**src/hdl/gpio_line_control_pkg.sv**
```systemverilog
// constants, register map and types for the four-line gpio controller
// Function
// - a selector picks line zero to three; per-line accesses touch only that line
// - each line holds a direction: input samples pin, output drives pin
// - each line holds an inversion bit acting in both directions
// - read-only bit returns selected line's present level, no side effect
// - read-only packed word, bit n is status of line n
// - per line, software picks which filter kind the width access configures
// - a width in microseconds is stored per line and filter kind and applied
// - per line source selection, effective only while line is an output
// - per line read-only circuit type code; writes are ignored
// - a selector picks which user output bit the per-bit access touches
// - per-bit write sets selected user bit one or zero; read returns it
// - packed word with bit n equal to user output n
// - deglitch reports a new level only after it persisted the width
// - debounce passes the first edge, then ignores changes for the width
// - deglitch stage runs first and feeds the debounce stage
// - sources: off, lines, user outputs, counters, logic blocks, exposure, trigger, pps, serial
package gpio_line_control_pkg;
  localparam int unsigned LINE_COUNT = 4;
  localparam int unsigned ADDR_W = 4;
  localparam int unsigned DATA_W = 32;
  localparam int unsigned WIDTH_W = 16;
  // register offsets (word indices, one word each)
  localparam logic [ADDR_W-1:0] OFS_PIN_PICK = 4'h0;
  localparam logic [ADDR_W-1:0] OFS_PIN_DIRECTION = 4'h1;
  localparam logic [ADDR_W-1:0] OFS_PIN_POLARITY_FLIP = 4'h2;
  localparam logic [ADDR_W-1:0] OFS_PIN_LEVEL_READBACK = 4'h3;
  localparam logic [ADDR_W-1:0] OFS_PACKED_LINE_LEVELS = 4'h4;
  localparam logic [ADDR_W-1:0] OFS_FILTER_KIND_PICK = 4'h5;
  localparam logic [ADDR_W-1:0] OFS_FILTER_WINDOW_US = 4'h6;
  localparam logic [ADDR_W-1:0] OFS_PIN_DRIVE_ORIGIN = 4'h7;
  localparam logic [ADDR_W-1:0] OFS_PIN_CIRCUIT_TYPE = 4'h8;
  localparam logic [ADDR_W-1:0] OFS_SOFT_BIT_PICK = 4'h9;
  localparam logic [ADDR_W-1:0] OFS_SOFT_BIT_LEVEL = 4'ha;
  localparam logic [ADDR_W-1:0] OFS_PACKED_USER_OUTPUTS = 4'hb;
  // field layout
  localparam int unsigned SEL_W = 2;
  localparam int unsigned SRC_W = 4;
  // reset values
  localparam logic [WIDTH_W-1:0] FILTER_WIDTH_RST = 16'h0000;
  localparam logic [LINE_COUNT-1:0] USER_OUT_RST = 4'h0;
  // timebase: one microsecond at 20 MHz
  localparam int unsigned CLK_HZ = 20000000;
  localparam int unsigned TICK_US = 1;
  localparam int unsigned US_CYCLES = (CLK_HZ / 1000000) * TICK_US;
  // direction and filter kind codes
  localparam logic DIR_INPUT = 1'b0;
  localparam logic DIR_OUTPUT = 1'b1;
  localparam logic KIND_DEGLITCH = 1'b0;
  localparam logic KIND_DEBOUNCE = 1'b1;
  // circuit type codes
  localparam logic [1:0] FMT_TRISTATE = 2'h0;
  localparam logic [1:0] FMT_OPEN_DRAIN = 2'h1;
  // drive origin codes
  typedef enum logic [SRC_W-1:0] {
    SRC_OFF = 4'h0, SRC_LINE0 = 4'h1, SRC_LINE1 = 4'h2, SRC_LINE2 = 4'h3, SRC_LINE3 = 4'h4,
    SRC_USER0 = 4'h5, SRC_USER1 = 4'h6, SRC_USER2 = 4'h7, SRC_USER3 = 4'h8,
    SRC_COUNTER0 = 4'h9, SRC_COUNTER1 = 4'ha, SRC_LOGIC0 = 4'hb, SRC_LOGIC1 = 4'hc,
    SRC_EXPOSING = 4'hd, SRC_TRIG_READY = 4'he, SRC_PPS = 4'hf
  } drive_origin_t;
  // serial transmit has no room in four bits alone, so codes use a fifth bit below
  localparam logic [SRC_W:0] SRC_SERIAL_TX = 5'h10;
  // debounce state per line
  typedef enum logic [1:0] {
    DB_IDLE = 2'b01,
    DB_HOLD = 2'b10
  } debounce_state_t;
endpackage : gpio_line_control_pkg

```
**src/hdl/gpio_line_control.sv**
```systemverilog
// four-line gpio direction, polarity, filter and source control with register port
//
// Implementation choices: the address map and the plain strobed port.
`timescale 1ns/1ns
module gpio_line_control
  import gpio_line_control_pkg::*;
#(
  parameter int unsigned LINES = LINE_COUNT,
  parameter logic [2*LINE_COUNT-1:0] CIRCUIT_TYPES = 8'h55
)
(
  input wire logic clk_i,
  input wire logic rst_b_i,
  // register port
  input wire logic [ADDR_W-1:0] addr_i,
  input wire logic [DATA_W-1:0] wdata_i,
  input wire logic wr_i,
  input wire logic rd_i,
  output logic [DATA_W-1:0] rdata_o,
  // pins, split into input, output and enable
  input wire logic [LINES-1:0] pin_i,
  output logic [LINES-1:0] pin_o,
  output logic [LINES-1:0] pin_oe_o,
  // internal sources that may be driven out
  input wire logic [1:0] counter_active_i,
  input wire logic [1:0] logic_block_i,
  input wire logic sensor_exposing_flag_i,
  input wire logic trigger_ready_flag_i,
  input wire logic pulse_per_second_i,
  input wire logic serial_tx_i,
  // line status for the rest of the device: filtered, polarity-corrected input, or driven output
  output logic [LINES-1:0] line_level_o,
  output logic [LINES-1:0] user_out_o
);

  // register map, one word per index, every field in the low bits:
  //   0 line pick, 1 direction (1 = output), 2 inversion, 3 level of the picked line (read only)
  //   4 packed line levels (read only), 5 filter kind (0 deglitch, 1 debounce)
  //   6 filter width in microseconds for the picked line and kind
  //   7 drive origin, 8 circuit type (read only), 9 user bit pick
  //   a user bit level, b packed user bits
  // read data stand only in the cycle after the strobe and the port never stalls the master;
  // writes to read-only indices and unmapped indices are dropped without any trace

  logic [SEL_W-1:0] pin_pick_q;
  logic [SEL_W-1:0] soft_bit_pick_q;
  logic [LINES-1:0] dir_q;
  logic [LINES-1:0] flip_q;
  logic [LINES-1:0] kind_q;
  logic [LINES-1:0] user_q;
  logic [SRC_W:0] origin_q [LINES];
  logic [WIDTH_W-1:0] glitch_w_q [LINES];
  logic [WIDTH_W-1:0] bounce_w_q [LINES];
  logic [4:0] us_cnt_q;
  logic us_tick;
  logic [LINES-1:0] status;
  logic [LINES-1:0] drive;
  logic wr_line;

  // sized compare helper used by every write decode
  function automatic logic hit(input logic [ADDR_W-1:0] a, input logic [ADDR_W-1:0] ofs);
    hit = (a == ofs);
  endfunction : hit

  assign wr_line = wr_i;
  assign us_tick = (us_cnt_q == 5'(US_CYCLES - 1));

  // microsecond timebase: the filters count ticks, not clocks, so widths stay in us
  // one divider is shared, so a line meets its first tick at any phase of its wait
  always_ff @(posedge clk_i or negedge rst_b_i)
  begin
    if (!rst_b_i)
      us_cnt_q <= 5'h00;
    else if (us_tick)
      us_cnt_q <= 5'h00;
    else
      us_cnt_q <= us_cnt_q + 5'h01;
  end

  // selectors
  always_ff @(posedge clk_i or negedge rst_b_i)
  begin
    if (!rst_b_i)
    begin
      pin_pick_q <= 2'h0;
      soft_bit_pick_q <= 2'h0;
    end
    else if (wr_i)
    begin
      if (hit(addr_i, OFS_PIN_PICK))
        pin_pick_q <= wdata_i[SEL_W-1:0];
      if (hit(addr_i, OFS_SOFT_BIT_PICK))
        soft_bit_pick_q <= wdata_i[SEL_W-1:0];
    end
  end

  // direction per line; lines leave reset as inputs so nothing is driven before software asks
  always_ff @(posedge clk_i or negedge rst_b_i)
  begin
    if (!rst_b_i)
      dir_q <= {LINES{DIR_INPUT}};
    else if (wr_line && hit(addr_i, OFS_PIN_DIRECTION))
      dir_q[pin_pick_q] <= wdata_i[0];
  end

  // inversion per line, applied on both the input and the output path
  always_ff @(posedge clk_i or negedge rst_b_i)
  begin
    if (!rst_b_i)
      flip_q <= '0;
    else if (wr_line && hit(addr_i, OFS_PIN_POLARITY_FLIP))
      flip_q[pin_pick_q] <= wdata_i[0];
  end

  // filter kind per line; it only steers which width the window access reaches
  always_ff @(posedge clk_i or negedge rst_b_i)
  begin
    if (!rst_b_i)
      kind_q <= {LINES{KIND_DEGLITCH}};
    else if (wr_line && hit(addr_i, OFS_FILTER_KIND_PICK))
      kind_q[pin_pick_q] <= wdata_i[0];
  end

  // one width per line and filter kind; only the low sixteen bits are kept
  always_ff @(posedge clk_i or negedge rst_b_i)
  begin
    if (!rst_b_i)
    begin
      for (int i = 0; i < LINES; i++)
      begin
        glitch_w_q[i] <= FILTER_WIDTH_RST;
        bounce_w_q[i] <= FILTER_WIDTH_RST;
      end
    end
    else if (wr_line && hit(addr_i, OFS_FILTER_WINDOW_US))
    begin
      if (kind_q[pin_pick_q] == KIND_DEBOUNCE)
        bounce_w_q[pin_pick_q] <= wdata_i[WIDTH_W-1:0];
      else
        glitch_w_q[pin_pick_q] <= wdata_i[WIDTH_W-1:0];
    end
  end

  // drive origin per line; the whole word is judged, so a large code is dropped, not aliased
  // circuit type is not decoded anywhere here, so a write to it is simply lost
  always_ff @(posedge clk_i or negedge rst_b_i)
  begin
    if (!rst_b_i)
    begin
      for (int i = 0; i < LINES; i++)
        origin_q[i] <= {1'b0, SRC_OFF};
    end
    else if (wr_line && hit(addr_i, OFS_PIN_DRIVE_ORIGIN) && (wdata_i <= DATA_W'(SRC_SERIAL_TX)))
      origin_q[pin_pick_q] <= wdata_i[SRC_W:0];
  end

  // user output bits: per-bit and packed access; the packed write wins if both hit
  // the two offsets differ, so both strobes never hit in one cycle anyway
  always_ff @(posedge clk_i or negedge rst_b_i)
  begin
    if (!rst_b_i)
      user_q <= USER_OUT_RST;
    else if (wr_i && hit(addr_i, OFS_PACKED_USER_OUTPUTS))
      user_q <= wdata_i[LINES-1:0];
    else if (wr_i && hit(addr_i, OFS_SOFT_BIT_LEVEL))
      user_q[soft_bit_pick_q] <= wdata_i[0];
  end

  // input filters: deglitch then debounce, per line
  // the debounce stage sees only the deglitch result, so noise never restarts a hold
  // a width written while a filter is busy is used from the next comparison on
  logic [LINES-1:0] glitch_q;
  logic [LINES-1:0] bounce_q;
  logic [WIDTH_W-1:0] glitch_cnt_q [LINES];
  logic [WIDTH_W-1:0] bounce_cnt_q [LINES];
  debounce_state_t db_state_q [LINES];

  for (genvar g = 0; g < LINES; g++)
  begin : g_filter
    // deglitch: a new level must be stable for the full width before it is taken
    always_ff @(posedge clk_i or negedge rst_b_i)
    begin
      if (!rst_b_i)
      begin
        glitch_q[g] <= 1'b0;
        glitch_cnt_q[g] <= '0;
      end
      else if (pin_i[g] == glitch_q[g])
        glitch_cnt_q[g] <= '0;
      // the first tick can come one clock after the edge, so the level is taken at the tick
      // after the count reaches the width: never early, at most one microsecond late
      else if (glitch_cnt_q[g] >= glitch_w_q[g] && (us_tick || glitch_w_q[g] == '0))
      begin
        glitch_q[g] <= pin_i[g];
        glitch_cnt_q[g] <= '0;
      end
      else if (us_tick)
        glitch_cnt_q[g] <= glitch_cnt_q[g] + 16'h0001;
    end

    // debounce: fed by the deglitch result; first edge passes, then a hold window
    always_ff @(posedge clk_i or negedge rst_b_i)
    begin
      if (!rst_b_i)
      begin
        bounce_q[g] <= 1'b0;
        bounce_cnt_q[g] <= '0;
        db_state_q[g] <= DB_IDLE;
      end
      else
      begin
        case (db_state_q[g])
          DB_IDLE:
          begin
            if (glitch_q[g] != bounce_q[g])
            begin
              bounce_q[g] <= glitch_q[g];
              bounce_cnt_q[g] <= '0;
              if (bounce_w_q[g] != '0)
                db_state_q[g] <= DB_HOLD;
            end
          end
          DB_HOLD:
          begin
            // leave only on a tick, so the hold is never shorter than the width
            if (bounce_cnt_q[g] >= bounce_w_q[g] && us_tick)
              db_state_q[g] <= DB_IDLE;
            else if (us_tick)
              bounce_cnt_q[g] <= bounce_cnt_q[g] + 16'h0001;
          end
          default:
            db_state_q[g] <= DB_IDLE;
        endcase
      end
    end
  end

  // source mux, then polarity; an input line never drives
  // the origin is kept for input lines too; it simply has no pin to reach until output
  always_comb
  begin
    for (int i = 0; i < LINES; i++)
    begin
      case (origin_q[i])
        {1'b0, SRC_LINE0}: drive[i] = status[0];
        {1'b0, SRC_LINE1}: drive[i] = status[1];
        {1'b0, SRC_LINE2}: drive[i] = status[2];
        {1'b0, SRC_LINE3}: drive[i] = status[3];
        {1'b0, SRC_USER0}: drive[i] = user_q[0];
        {1'b0, SRC_USER1}: drive[i] = user_q[1];
        {1'b0, SRC_USER2}: drive[i] = user_q[2];
        {1'b0, SRC_USER3}: drive[i] = user_q[3];
        {1'b0, SRC_COUNTER0}: drive[i] = counter_active_i[0];
        {1'b0, SRC_COUNTER1}: drive[i] = counter_active_i[1];
        {1'b0, SRC_LOGIC0}: drive[i] = logic_block_i[0];
        {1'b0, SRC_LOGIC1}: drive[i] = logic_block_i[1];
        {1'b0, SRC_EXPOSING}: drive[i] = sensor_exposing_flag_i;
        {1'b0, SRC_TRIG_READY}: drive[i] = trigger_ready_flag_i;
        {1'b0, SRC_PPS}: drive[i] = pulse_per_second_i;
        SRC_SERIAL_TX: drive[i] = serial_tx_i;
        default: drive[i] = 1'b0; // source off
      endcase
      // loop back reads the previous cycle's status register, so no combinational loop
      drive[i] = drive[i] ^ flip_q[i];
    end
  end

  // registered line status: filtered input or driven output, after inversion
  // loop back sources read this register, which keeps the source mux free of loops
  logic [LINES-1:0] status_q;
  assign status = status_q;
  always_ff @(posedge clk_i or negedge rst_b_i)
  begin
    if (!rst_b_i)
      status_q <= '0;
    else
      for (int i = 0; i < LINES; i++)
        status_q[i] <= (dir_q[i] == DIR_OUTPUT) ? drive[i] : (bounce_q[i] ^ flip_q[i]);
  end

  // pin drive: source selection matters only for output lines
  always_ff @(posedge clk_i or negedge rst_b_i)
  begin
    if (!rst_b_i)
    begin
      pin_o <= '0;
      pin_oe_o <= '0;
    end
    else
    begin
      for (int i = 0; i < LINES; i++)
      begin
        pin_oe_o[i] <= (dir_q[i] == DIR_OUTPUT);
        pin_o[i] <= (dir_q[i] == DIR_OUTPUT) ? drive[i] : 1'b0;
      end
    end
  end

  // level copy for the rest of the device; one cycle behind status_q, in step with its read data, so it leaves from a flop
  always_ff @(posedge clk_i or negedge rst_b_i)
  begin
    if (!rst_b_i)
      line_level_o <= '0;
    else
      line_level_o <= status_q;
  end

  // user bits leave through their own flop so the port has no logic behind it
  always_ff @(posedge clk_i or negedge rst_b_i)
  begin
    if (!rst_b_i)
      user_out_o <= USER_OUT_RST;
    else
      user_out_o <= user_q;
  end

  // read port: data in the cycle after the strobe only; reads change no state
  // idle cycles and unmapped indices read as zero, so an or of several slaves stays clean
  always_ff @(posedge clk_i or negedge rst_b_i)
  begin
    if (!rst_b_i)
      rdata_o <= '0;
    else if (!rd_i)
      rdata_o <= '0;
    else
    begin
      case (addr_i)
        OFS_PIN_PICK: rdata_o <= DATA_W'(pin_pick_q);
        OFS_PIN_DIRECTION: rdata_o <= DATA_W'(dir_q[pin_pick_q]);
        OFS_PIN_POLARITY_FLIP: rdata_o <= DATA_W'(flip_q[pin_pick_q]);
        OFS_PIN_LEVEL_READBACK: rdata_o <= DATA_W'(status_q[pin_pick_q]);
        OFS_PACKED_LINE_LEVELS: rdata_o <= DATA_W'(status_q);
        OFS_FILTER_KIND_PICK: rdata_o <= DATA_W'(kind_q[pin_pick_q]);
        OFS_FILTER_WINDOW_US:
          rdata_o <= DATA_W'((kind_q[pin_pick_q] == KIND_DEBOUNCE) ? bounce_w_q[pin_pick_q]
                                                                    : glitch_w_q[pin_pick_q]);
        OFS_PIN_DRIVE_ORIGIN: rdata_o <= DATA_W'(origin_q[pin_pick_q]);
        OFS_PIN_CIRCUIT_TYPE: rdata_o <= DATA_W'(CIRCUIT_TYPES[2*pin_pick_q +: 2]);
        OFS_SOFT_BIT_PICK: rdata_o <= DATA_W'(soft_bit_pick_q);
        OFS_SOFT_BIT_LEVEL: rdata_o <= DATA_W'(user_q[soft_bit_pick_q]);
        OFS_PACKED_USER_OUTPUTS: rdata_o <= DATA_W'(user_q);
        default: rdata_o <= '0;
      endcase
    end
  end

endmodule : gpio_line_control

```
**config.mk**
```make
export PLATFORM = sky130hd
export DESIGN_NAME = gpio_line_control
export DESIGN_NICKNAME = d
export VERILOG_FILES = /design/src/hdl/gpio_line_control_pkg.sv /design/src/hdl/gpio_line_control.sv
export SDC_FILE = /design/constraint.sdc
export NUM_CORES = 1
export LEC_CHECK = 0
export BUFFER_PORTS_ARGS = -buffer_cell sky130_fd_sc_hd__buf_2
export CAP_MARGIN = 20
export CORE_ASPECT_RATIO = 1.25
export CORE_UTILIZATION = 58
export CTS_BUF_LIST = sky130_fd_sc_hd__clkbuf_4 sky130_fd_sc_hd__clkbuf_8
export DETAILED_ROUTE_END_ITERATION = 10
export MAX_ROUTING_LAYER = met4
export PLACE_DENSITY = 0.85
export SYNTH_ARGS = -nofsm -noshare
export SYNTH_HDL_FRONTEND = slang
export SYNTH_SLANG_ARGS = --single-unit
```
**constraint.sdc**
```tcl
create_clock -name clk_i -period 2.4 [get_ports clk_i]
set_clock_uncertainty 0.15 [all_clocks]
set_input_delay 0.24 -clock clk_i [delete_from_list [all_inputs] [get_ports clk_i]]
set_output_delay 0.24 -clock clk_i [all_outputs]
set_load 0.03 [all_outputs]
```
# After elaboration in Yosys (flattened, before gate mapping)
# Cells that the tools add are included.
classes:
  addsub: 9
  n_reduce_logical: 61
  shifts: 1
  mul: 0
  div: 0
  muxes: 96
  eq_ne: 112
  order_cmp: 15
  bitwise: 14
op_table:
  columns: ["op", "n"]
  rows:
  - ["two-way mux 16 bit", 31]
  - ["one-hot mux 16 bit (12 select lines)", 1]
  - ["equality test 5 x 4 -> 1 bit (second input constant)", 32]
  - ["adder 16 x 1 -> 16 bit (second input constant)", 8]
  - ["bitwise mux 64 bit", 2]
  - [">= comparator 16 bit", 8]
  - ["one-hot mux 16 bit (2 select lines)", 4]
  - ["equality test 5 x 3 -> 1 bit (second input constant)", 16]
  - ["binary-select mux 16 bit (select 2 bit)", 2]
  - ["zero test 16 bit", 4]
  - ["one-hot mux 1 bit (16 select lines)", 4]
  - ["nonzero test 16 bit", 4]
  - ["equality test 5 x 2 -> 1 bit (second input constant)", 8]
  - ["!= test 2 bit (second input constant)", 20]
  - ["demux 16 bit (select 2 bit)", 1]
  - ["less-or-equal comparator 32 x 5 -> 1 bit (second input constant)", 1]
  - ["equality test 5 bit (second input constant)", 5]
  - ["two-way mux 2 bit", 12]
  - ["AND reduction 2 bit", 12]
  - ["bitwise mux 20 bit", 1]
  - ["equality test 5 x 1 -> 1 bit (second input constant)", 4]
  - ["two-way mux 5 bit", 4]
  - ["logical AND 1 bit", 19]
  - ["bitwise mux 4 bit", 4]
  - ["30 further kinds", 101]
totals:
  latchBits: 0
  output_inout_bits: 48
  mem_count: 0
  word_cells: 353
  inputBits: 52
  ramBits: 0
  mem_bits_ro: 0
  regBits: 369

# Logic depth before layout (Yosys ltp)
# Gate-level depths: netlist (run 1).
depth:
  depth_word: 7
  depth_mapped: 11

# Least setup slack after synthesis (run 1)
# Ideal clock, no wire load.
synth_timing:
  path_kind: "flip-flop to flip-flop"
  startpoint: "register glitch_cnt_q[16] (netlist bit)"
  endpoint: "register glitch_q[2]"
  required_time_ns: 2.125
  setup_slack_ns: -0.154
  setup_ns: 0.125
  path_stages_with_launch: 10
  arrival_time_ns: 2.280
  path_cell_list: "dfrtp_1 inv_1 ha_1 nand2b_1 a211oi_1 o21bai_1 a2111oi_0 nor4_1 o31ai_1 mux2_2"
synth_between:
  elab_chain_len: 3
synth_lines:
  columns: ["element", "line_no", "rtl"]
  rows:
  - ["start, declared", "gpio_line_control.sv:174", "logic [WIDTH_W-1:0] glitch_cnt_q [LINES];"]
  - ["start signal, assigned by index", "gpio_line_control.sv:198", "glitch_cnt_q[g] <= glitch_cnt_q[g] + 16'h0001;"]
  - [">= comparator 16 bit", "gpio_line_control.sv:192", "else if (glitch_cnt_q[g] >= glitch_w_q[g] && (us_tick || glitch_w_q[g] == '0))"]
  - ["logical AND 1 bit", "gpio_line_control.sv:192", null]
  - ["AND reduction 2 bit (no source line)", null, null]
  - ["end signal, assigned by index", "gpio_line_control.sv:194", "glitch_q[g] <= pin_i[g];"]
  - ["end, declared", "gpio_line_control.sv:172", "logic [LINES-1:0] glitch_q;"]
# Every way passes these cells.
# A chain may end at the register's enable or synchronous reset.

# Final worst setup path (run 1)
layout_timing:
  startpoint: "register bounce_w_q[45] (netlist bit)"
  endpoint: "register db_state_q[5] (netlist bit)"
layout_between:
  elab_chain_len: 4
  elab_cells_between_ends: 6
  classes_between: "1 x order compare; 2 x eq/ne; 3 x reduce/logical"
layout_lines:
  columns: ["element", "line_no", "rtl"]
  rows:
  - ["start, declared", "gpio_line_control.sv:53", "logic [WIDTH_W-1:0] bounce_w_q [LINES];"]
  - ["start signal, assigned by index", "gpio_line_control.sv:138", "bounce_w_q[pin_pick_q] <= wdata_i[WIDTH_W-1:0];"]
  - [">= comparator 16 bit", "gpio_line_control.sv:226", "if (bounce_cnt_q[g] >= bounce_w_q[g] && us_tick)"]
  - ["logical AND 1 bit", "gpio_line_control.sv:226", null]
  - ["!= test 2 bit (no source line)", null, null]
  - ["AND reduction 3 bit (no source line) *", null, null]
  - ["end signal, assigned by index", "gpio_line_control.sv:220", "db_state_q[g] <= DB_HOLD;"]
  - ["end signal, assigned by index", "gpio_line_control.sv:227", "db_state_q[g] <= DB_IDLE;"]
  - ["end signal, assigned by index", "gpio_line_control.sv:232", "db_state_q[g] <= DB_IDLE;"]
  - ["end, declared", "gpio_line_control.sv:176", "debounce_state_t db_state_q [LINES];"]
# Every way passes the cells marked *; elsewhere a longest branch is shown, timed or not.

==> metrics.yaml, run 1 <==
outcome: "complete, but fails checks"
violations: "negative setup slack"
cp_slowest_cell: "nor4_1"
ys_ff_latch: 353
fmax_mhz: 353
cts_tree: "built"
finalWeightedCongestion: 1.03
first_iter_violations: 2508
setup_viol: 122
synthMuxAreaShare_pct: 13.2
antenna_found_initial: 5
critPathKind: "register to register"
root_buffer: "clkbuf_8"
port_buffers: 83
cpPeakStageDelay_ns: 1.16
ys.flop_type: "dfrtp_1"
dr.pass1.iters: 10
hold_slack_ns: 0.000282
drc_errors: 0
worstSetupStartpointType: "register"
numCtsBuffers: 56
synth_top_area_share_pct: 41.8
slew_headroom_pct: 5.44
cp_max_fo: 3
pin_count: 100
hold_class: "input pin to asynchronous set/reset pin"
place_hpwl_mm: 43.5
synth_top_family_by_area: "simple AND/OR/NAND/NOR gates"
rsz0062_at_grt: "true"
setup_tns_ns: -14.70
detail_route.wl_per_cell_microns: 25.5
synth_compound_area_share_pct: 11.3
synth_commonest_cells: "dfrtp_1 (349), nand2_1 (185), nor2_1 (178), inv_1 (163), ha_1 (137)"
yosysMostFrequentCell: "dfrtp_1"
crit_start: "bounce_w_q[45]"
vias: 19696
reg2reg_to: "db_state_q[5]"
instances_no_fill: 2934
syn_area_sq_um: 20900
reg2regPathDepth: 6
syn_avg_cell_area_sq_um: 10.1
grt_pass1_wl_mm: 102
power_leakage_nw: 12.5
power_mw: 18.0
yosys.area_share.simple_pct: 15.6
core_area_sq_um: 35500
synth-xor-area-share_pct: 3.65
start_util_pct: 58.9
power_density_nw_per_um2: 694
async_flop_share_pct: 100
die_h_microns: 214
clk_pin_slew_ns: 0.09
grt_usage_pct: 36.9
path_cells: "buf_4 > buf_4 > nor4_1 > nand2_1 > o21ai_0 > o21ai_0"
cts_sinks: 353
wl_mm: 74.7
crit_end: "db_state_q[5]"
critPathRequiredTime_ns: 2.72
ir_worst_vdd_uv: 464
die_x_microns: 172
timing.final.crit_share_pct: 118
yosysWarnings: 0
drv_slew: 0
synth_fa_ha_area_share_pct: 8.21
crit_path_end_kind: "register"
synthTopCellsByArea: "dfrtp_1 (42%), ha_1 (8.2%), mux2_2 (7.0%), mux4_2 (5.2%), nand2_1 (3.3%)"
fin_crit_ns: 2.84
hold_viol: 0
dp_cells: 2741
fp-row-count: 77
r2r-start: "bounce_w_q[45]"
fin_ws_ns: -0.436
nets: 2597
maxCapViolations: 0
overflow: 0
r2r_slack_ns: -0.44
die-area_sq_um: 36800
worst_pin_slew_ns: 1.41
clk_latency_ns: 0.67
synth.largest_area_cell: "dfrtp_1"
synth_edf_count: 0
area_growth_pct: 24.3
avgViaCountPerCell: 6.71
worst_ep_arrival_time_ns: 3.16
grt_pass1_vias: 19020
ys_types: 83
grt_max_degree: 63
h-tree-depth: 2
drive_above_1_share_pct: 32.0
postRouteAntennaNets: 0
netlist_instances: 2073
clk_path_buf_depth: 3
ys_seq_area_share_pct: 42.3
[critical path: cells and delay by family, from the launching register on]
kind,cells,cell delay [ns]
AOI/OAI and AO/OA,2,0.54
buffers and inverters,2,0.28
DFF,1,0.38
and+or+nand+nor,2,1.35
[power breakdown]
| part | internal, mW | total, mW | switching [mW] |
|---|---|---|---|
| combinational | 2.08 | 4.99 | 2.90 |
| sequential | 6.57 | 7.28 | 0.708 |
| clock | 3.13 | 5.75 | 2.62 |
[flip-flops by register name, indices dropped and copies added, names as in the netlist]
register / flops
glitch_cnt_q: 64
status: 4
user_q: 4
kind_q: 4
soft_bit_pick_q: 2
pin_pick_q: 2
dir_q: 4
pin_o: 4
bounce_q: 4
glitch_w_q: 64
rdata_o: 16
line_level_o: 4
flip_q: 4
db_state_q: 8
bounce_w_q: 64
us_cnt_q: 5
pin_oe_o: 4
user_out_o: 4
bounce_cnt_q: 64
glitch_q: 4
origin_q: 20
[through the flow]
| stage | setup WS (ns) | util (%) | instance area [sq um] |
|---|---|---|---|
| CTS | -0.110 | 70.4 | 25000 |
| detailed placement | -0.179 | 65.0 | 23000 |
| global placement | -0.115 | 65.0 | 23000 |
| floorplan | -0.0738 | - | 21000 |
| global route | -0.399 | 73.2 | 26000 |
| finish | -0.436 | 73.2 | 26000 |
[cells by family (layout without fill, tap and decap cells)]
logic type	after synthesis	after routing
simple gates	665	665
buf+inv	265	628
other cells	1	21
flops	353	353
xor+xnor	87	87
mux	199	199
compound gates	366	370
fa+ha+maj	137	137
[per-layer routing]
metal  track usage, %  vias to the layer above  wire length (microns)
li1                 -                     8054                      -
met3             7.14                      638                   9100
met5                -                        -                      0
met1             41.2                     9378                  23900
met4             26.0                        0                   7370
met2             58.9                     1626                  34300
[layout make-up]
type / instances / area, sq um
multi-input cells: 1474 / 11900
repair buffers: 360 / 2790
fillers: 2133 / 9500
flip-flops and latches: 353 / 8850
clock buffers: 89 / 1100
clock inverters: 16 / 134
inverters: 163 / 612
well taps: 474 / 593
diodes: 5 / 12.5
[worst min path at each step]
stage	slack (ns)	to	startpoint
floorplan	-0.21	bounce_cnt_q[0]	rst_b_i
global placement	0.06	bounce_q[1]	rst_b_i
detailed placement	0.07	bounce_cnt_q[34]	rst_b_i
CTS	0.004	user_q[2]	addr_i[0]
global route	0.03	user_q[0]	addr_i[0]
finish	0.0003	bounce_w_q[49]	rst_b_i
[cells in the final DEF (no fill, tap or decap), drive strengths merged, types with 6 or more instances in the layout]
cell	instances
o211ai	10
nor4	47
nor2	178
and4	7
and3	36
inv	164
nand4	43
conb	16
nor3	21
mux4	48
clkinv	13
a211oi	14
ha	137
and2	10
a21oi	71
dfrtp	349
or3	6
dlygate4sd3	25
o31ai	10
mux2	130
xnor2	37
xor2	50
a22o	6
a211o	8
a21o	30
nand3	61
clkbuf	90
o21a	10
nand2b	27
nand2	188
buf	334
a2111oi	6
o21ai	141
nor2b	19
mux2i	21
a221o	7
a31oi	14
[what timing repair did]
| item | in CTS | in global routing |
|---|---|---|
| endpoints found under the hold margin | 433 | 0 |
| hold buffers | 25 | 0 |
| pin swaps | 27 | 119 |
| gates resized for setup | 52 | 168 |
| endpoints found under the setup margin | 90 | 147 |
| cloned | 4 | 3 |
| setup buffers | 16 | 35 |
(Power assumes the default switching activity.)
==> inputs of run 2 (changes only) <==
--- a/config.mk
+++ b/config.mk
@@ -8,11 +8,12 @@
 export BUFFER_PORTS_ARGS = -buffer_cell sky130_fd_sc_hd__buf_2
 export CAP_MARGIN = 20
 export CORE_ASPECT_RATIO = 1.25
-export CORE_UTILIZATION = 58
+export CORE_MARGIN = 2
+export CORE_UTILIZATION = 45
 export CTS_BUF_LIST = sky130_fd_sc_hd__clkbuf_4 sky130_fd_sc_hd__clkbuf_8
 export DETAILED_ROUTE_END_ITERATION = 10
 export MAX_ROUTING_LAYER = met4
-export PLACE_DENSITY = 0.85
+export PLACE_DENSITY = 0.7
 export SYNTH_ARGS = -nofsm -noshare
 export SYNTH_HDL_FRONTEND = slang
 export SYNTH_SLANG_ARGS = --single-unit
==> run 2 against run 1 <==
Against the previous run: the run still ends with negative setup slack left; wire length down 16%; clock power decreased by 4.2%; sequential power fell by 1%; global-route usage decreased by 11 points; non-clock buffer count up 20; flip-flop and latch count did not move; largest power group unchanged.
==> metrics.yaml, run 2 (synthesis results as in run 1) <==
fin_ws_ns: -0.111  # +0.325 ns
reg2regPathDepth: 9  # +3
die_x_microns: 197  # +15%
cp_max_fo: 6  # +3
worst_ep_arrival_time_ns: 2.88  # -0.28 ns
p_seq_share_pct: 41.4  # +1.0 points
setup_tns_ns: -0.802  # +13.90 ns
critPathRequiredTime_ns: 2.77  # +0.05 ns
setup_viol: 22  # -82%
postRouteAntennaNets: 0  # unchanged
power_density_nw_per_um2: 664  # -4.4%
place_hpwl_mm: 44.7  # +2.6%
grt_usage_pct: 26.3  # -11 points
violations: "negative setup slack"
detail_route.wl_per_cell_microns: 20.5  # -19%
crit_family: "compound AO/OA/AOI/OAI gates"
clk_latency_ns: 0.70  # +0.03 ns
maxCapViolations: 0  # unchanged
hold_viol: 0  # unchanged
path_cells: "inv_1 > ha_1 > nand2b_4 > a2111oi_4 > o311ai_2 > a211o_1 > a2bb2o_4 > o21ai_4 > o31ai_4"
drc_errors: 0  # unchanged
drv_slew: 0  # unchanged
vias: 17773  # -9.8%
cts_sinks: 353  # unchanged
critPathBufInv: 1  # -1
drive_above_1_share_pct: 32.2  # +0.18 points
critPathKind: "register to register"
power_mw: 17.4  # -3.5%
h-tree-depth: 2  # unchanged
core_area_sq_um: 46000  # +30%
area_growth_pct: 25.5
avgViaCountPerCell: 5.81  # -13%
worst_pin_slew_ns: 0.600  # -0.806 ns
rsz0062_at_grt: "true"
cp_slowest_cell: "dfrtp_1"
intPower_mw: 11.6  # -2.0%
die_h_microns: 245  # +14%
grt_max_degree: 66  # +4.8%
antenna_found_initial: 3  # -2
cp_num_cells: 9  # +3
grt_pass1_vias: 18050  # -5.1%
dr.pass1.iters: 7  # -3
hp-start: "wr_i"
worstSetupStartpointType: "register"
die-area_sq_um: 48100  # +31%
fin_crit_ns: 2.51  # -0.325 ns
hold_slack_ns: 0.0366  # +0.0364 ns
first_iter_violations: 1321  # -47%
whs_path_depth: 4
numCtsBuffers: 57  # +1.8%
cpPeakStageDelay_ns: 0.35  # -0.81 ns
fp-row-count: 88  # +14%
power_leakage_nw: 12.5  # about the same
r2r_slack_ns: -0.11  # +0.32 ns
root_buffer: "clkbuf_8"
clk_path_buf_depth: 3  # unchanged
clk_pin_slew_ns: 0.07  # -0.02 ns
finalWeightedCongestion: 0.997  # -3.2%
final_common_cell: "dfrtp_1"
pin_count: 100  # unchanged
min_to: "pin_pick_q[1]"
clkPwrFrac_pct: 31.7  # -0.2 points
grt_pass1_wl_mm: 96.2  # -5.3%
nets: 2618  # +0.81%
power.switching_mw: 5.84  # -6.4%
crit_path_end_kind: "register"
reg2reg_to: "bounce_cnt_q[14]"
hold_class: "input pin to register"
combPwrFrac_pct: 26.9  # -0.8 points
wl_mm: 62.8  # -16%
overflow: 0  # unchanged
slew_headroom_pct: 60.0  # +55 points
switching_share_pct: 33.6  # -1.0 points
ir_worst_vdd_uv: 517  # +11%
outcome: "complete, but fails checks"
r2r-start: "bounce_cnt_q[0]"
cts_tree: "built"
start_util_pct: 45.4  # -14 points
fmax_mhz: 398  # +13%
timing.final.crit_share_pct: 105  # -14 points
final_cell_mix: "dfrtp_1 (347), buf_4 (237), nand2_1 (182)"
port_buffers: 83  # unchanged
==> run 2: cell types whose count changed in the layout (fill, tap and decap cells not counted), moves of 4 or more <==
cell and change:
nor4_4 -5, clkbuf_4 -6, o21ai_1 -4, buf_4 +14
o31ai_1 -4, o21ai_0 +6, dfrtp_2 -5, buf_6 +5
a21oi_2 +4, clkinv_2 +4, dfrtp_1 +5, nor4_2 +6
==> run 2: area by class of cell <==
| class | count | area, sq um |
|---|---|---|
| Clock inverter | 20 | 148 |
| Sequential cell | 353 | 8840 |
| Fill cell | 3780 | 19800 |
| Tap cell | 585 | 732 |
| Clock buffer | 82 | 1040 |
| Antenna cell | 3 | 7.51 |
| Multi-Input combinational cell | 1474 | 11900 |
| Timing Repair Buffer | 380 | 2960 |
| Inverter | 163 | 612 |
==> run 2: worst reg2reg max path, stage by stage (launching register included) <==
cell and delay (ns):
dfrtp_1 0.35, inv_1 0.06, ha_1 0.29, nand2b_4 0.15, a2111oi_4 0.34, o311ai_2 0.15, a211o_1 0.35, a2bb2o_4 0.28
o21ai_4 0.15, o31ai_4 0.08
==> run 2: metal layers <==
metal / global-route usage, % / part of all wire [%] / vias to the layer above
met1: 30.4 / 39 / 8817
met4: 13.7 / 5.4 / 0
met5: - / 0 / -
li1: - / - / 8081
met2: 44.8 / 50 / 663
met3: 3.70 / 5.9 / 212
==> run 2: repair_timing <==
item,CTS,global route
hold endpoints to repair,503,0
hold buffers,27,0
pin swaps,16,105
gates resized for setup,34,174
cloned,2,5
buffers inserted,9,32
endpoints found under the setup margin,67,129
==> run 2: per-stage QoR <==
step	setup WS (ns)	instances	util, %	area, sq um
finish	-0.111	3060	56.9	26200
global route	-0.193	3060	56.9	26200
CTS	-0.0794	3022	54.6	25100
detailed placement	-0.180	2882	50.8	23400
global placement	-0.0915	2882	50.8	23400
floorplan	-0.0738	2088	-	21000
==> run 2: worst max-delay path by stage <==
stage,startpoint,end,slack (ns)
finish,bounce_cnt_q[0],bounce_cnt_q[14],-0.11
global route,bounce_cnt_q[32],bounce_cnt_q[40],-0.19
CTS,bounce_cnt_q[45],bounce_cnt_q[40],-0.08
detailed placement,glitch_w_q[16],glitch_q[2],-0.18
global placement,glitch_cnt_q[16],glitch_q[2],-0.09
floorplan,bounce_cnt_q[32],bounce_cnt_q[37],-0.07
==> run 2: power by group through the flow <==
stage | Combinational (mW) | Sequential, mW | Clock [mW]
floorplan | 2.53 | 7.21 | 0
global placement | 4.04 | 7.25 | 0
detailed placement | 4.15 | 7.27 | 0
CTS | 4.32 | 7.17 | 5.60
global route | 5.04 | 7.26 | 5.84
finish | 4.68 | 7.20 | 5.51
==> inputs of run 3 (changes only) <==
--- a/config.mk
+++ b/config.mk
@@ -13,7 +13,7 @@
 export CTS_BUF_LIST = sky130_fd_sc_hd__clkbuf_4 sky130_fd_sc_hd__clkbuf_8
 export DETAILED_ROUTE_END_ITERATION = 10
 export MAX_ROUTING_LAYER = met4
-export PLACE_DENSITY = 0.7
+export PLACE_DENSITY = 0.6
 export SYNTH_ARGS = -nofsm -noshare
 export SYNTH_HDL_FRONTEND = slang
 export SYNTH_SLANG_ARGS = --single-unit
==> run 3 against run 2 <==
Against the previous run: the flow still finishes with violations (negative setup slack); largest cell class unchanged; sequential share of layout area decreased by 0.098 points; final cell count unchanged; die area unchanged; clock power increased by 15%; setup slack improved by 0.057 ns; register-to-register slack improved by 0.06 ns.
==> metrics.yaml, run 3 (synthesis results as in run 1) <==
outcome: "complete, but fails checks"
violations: "negative setup slack"
root_buffer: "clkbuf_8"
avgViaCountPerCell: 5.67  # -2.4%
crit_path_end_kind: "register"
grt_usage_pct: 26.9  # +0.55 points
nets: 2613  # -0.19%
die_h_microns: 245  # unchanged
fin_crit_ns: 2.45  # -0.0567 ns
hold_slack_ns: 0.0701  # +0.0334 ns
core_area_sq_um: 46000  # unchanged
grt_pass1_vias: 17478  # -3.2%
area_growth_pct: 26.0
maxCapViolations: 0  # unchanged
place_hpwl_mm: 44.7  # about the same
fin_ws_ns: -0.0544  # +0.0567 ns
worst_pin_slew_ns: 0.671  # +0.0714 ns
hold_class: "input pin to asynchronous set/reset pin"
dr.pass1.iters: 5  # -2
power_density_nw_per_um2: 697  # +5.0%
numCtsBuffers: 59  # +3.5%
h-tree-depth: 2  # unchanged
slew_headroom_pct: 54.6  # -5.4 points
fin_area_sq_um: 26300  # +0.35%
pin_count: 100  # unchanged
clk_path_buf_depth: 3  # unchanged
worst_ep_arrival_time_ns: 2.87  # about the same
ir_worst_vdd_uv: 476  # -7.8%
drive_above_1_share_pct: 31.9  # -0.27 points
final_common_cell: "dfrtp_1"
wl_mm: 63.4  # +0.97%
cts_sinks: 353  # unchanged
overflow: 0  # unchanged
nFillCells: 3889  # +2.9%
placed_area_sq_um: 23300  # -0.30%
critPathKind: "register to register"
worstSetupStartpointType: "register"
grt_pass1_wl_mm: 97.1  # +0.91%
die-area_sq_um: 48100  # unchanged
critPathRequiredTime_ns: 2.82  # +0.05 ns
fmax_mhz: 407  # +2.3%
hold_viol: 0  # unchanged
detail_route.wl_per_cell_microns: 20.7  # +0.97%
setup_viol: 23  # +4.5%
timing.final.crit_share_pct: 102  # -2.4 points
cts_tree: "built"
die_x_microns: 197  # unchanged
multiInputGateArea_sq_um: 11700  # -1.0%
start_util_pct: 45.4  # unchanged
vias: 17350  # -2.4%
clk_latency_ns: 0.69  # about the same
finalWeightedCongestion: 0.929  # -6.9%
port_buffers: 83  # unchanged
clk_pin_slew_ns: 0.06  # about the same
drv_slew: 0  # unchanged
postRouteAntennaNets: 0  # unchanged
first_iter_violations: 1052  # -20%
register_area_sq_um: 8850  # about the same
setup_tns_ns: -0.573  # +0.229 ns
rsz0062_at_grt: "true"
final_cell_mix: "dfrtp_1 (345), buf_4 (232), nand2_1 (184)"
grt_max_degree: 64  # -3.0%
cp_max_fo: 2  # -4
power_leakage_nw: 12.6  # +0.98%
fp-row-count: 88  # unchanged
antenna_found_initial: 1  # -2
drc_errors: 0  # unchanged
## run 3: worst paths after layout
path | from | to | slack [ns] | cells after the start
worst min register to register | us_cnt_q[0] | us_cnt_q[0] | 0.30 | 1
max in group asynchronous | rst_b_i | rdata_o[12] | 1.55 | 4
worst max register to register | glitch_cnt_q[16] | glitch_q[2] | -0.05 | 9
worst max-delay path | glitch_cnt_q[16] | glitch_q[2] | -0.05 | 9
min in group clk_i | serial_tx_i | pin_o[1] | 0.08 | 5
worst min-delay path | rst_b_i | db_state_q[6] | 0.07 | 2
## run 3: final cells by class
cell class,instances,share of cell area (%)
antenna,1,0.00952
sequential,353,33.6
tap,585,2.78
clock inverter,18,0.885
multi-input combinational,1473,44.7
clock buffer,93,4.53
timing repair buffer,374,11.2
inverter,163,2.33
## run 3: worst max-delay path, stage by stage (launching register included)
cell,delay [ns]
dfrtp_1,0.38
inv_2,0.09
ha_4,0.20
nand2b_4,0.13
a211oi_2,0.17
o21bai_1,0.10
a2111oi_2,0.35
nor4_1,0.11
o31ai_1,0.28
mux2_2,0.38
## run 3: power breakdown
part / switching (mW) / internal, mW / leakage (nW)
sequential: 0.648 / 6.58 / 4.60
clock: 2.63 / 3.71 / 0.759
combinational: 2.62 / 2.12 / 7.22
total: 5.90 / 12.4 / 12.6
## run 3: metal layers
| metal | up-vias | part of all wire, % | global-route usage, % |
|---|---|---|---|
| met3 | 190 | 4.7 | 3.86 |
| li1 | 8069 | - | - |
| met2 | 529 | 51 | 46.1 |
| met5 | - | 0 | - |
| met4 | 0 | 5.1 | 12.8 |
| met1 | 8562 | 40 | 31.1 |
## run 3: per-stage QoR
step | cells | worst slack, ns | utilization [%] | power, mW
floorplan | 2088 | -0.0738 | - | 9.74
global placement | 2874 | -0.122 | 50.7 | 11.4
detailed placement | 2874 | -0.208 | 50.7 | 11.5
CTS | 3025 | -0.0678 | 55.0 | 18.0
global route | 3060 | -0.149 | 57.1 | 19.1
finish | 3060 | -0.0544 | 57.1 | 18.3
## run 3: repair_timing
action                                  in CTS  in global routing
endpoints found under the setup margin      75                109
pin swaps                                   23                 82
setup buffers                                9                 30
hold endpoints to repair                   531                  0
cloned                                       3                  4
hold buffers                                28                  0
gates resized for setup                     32                161
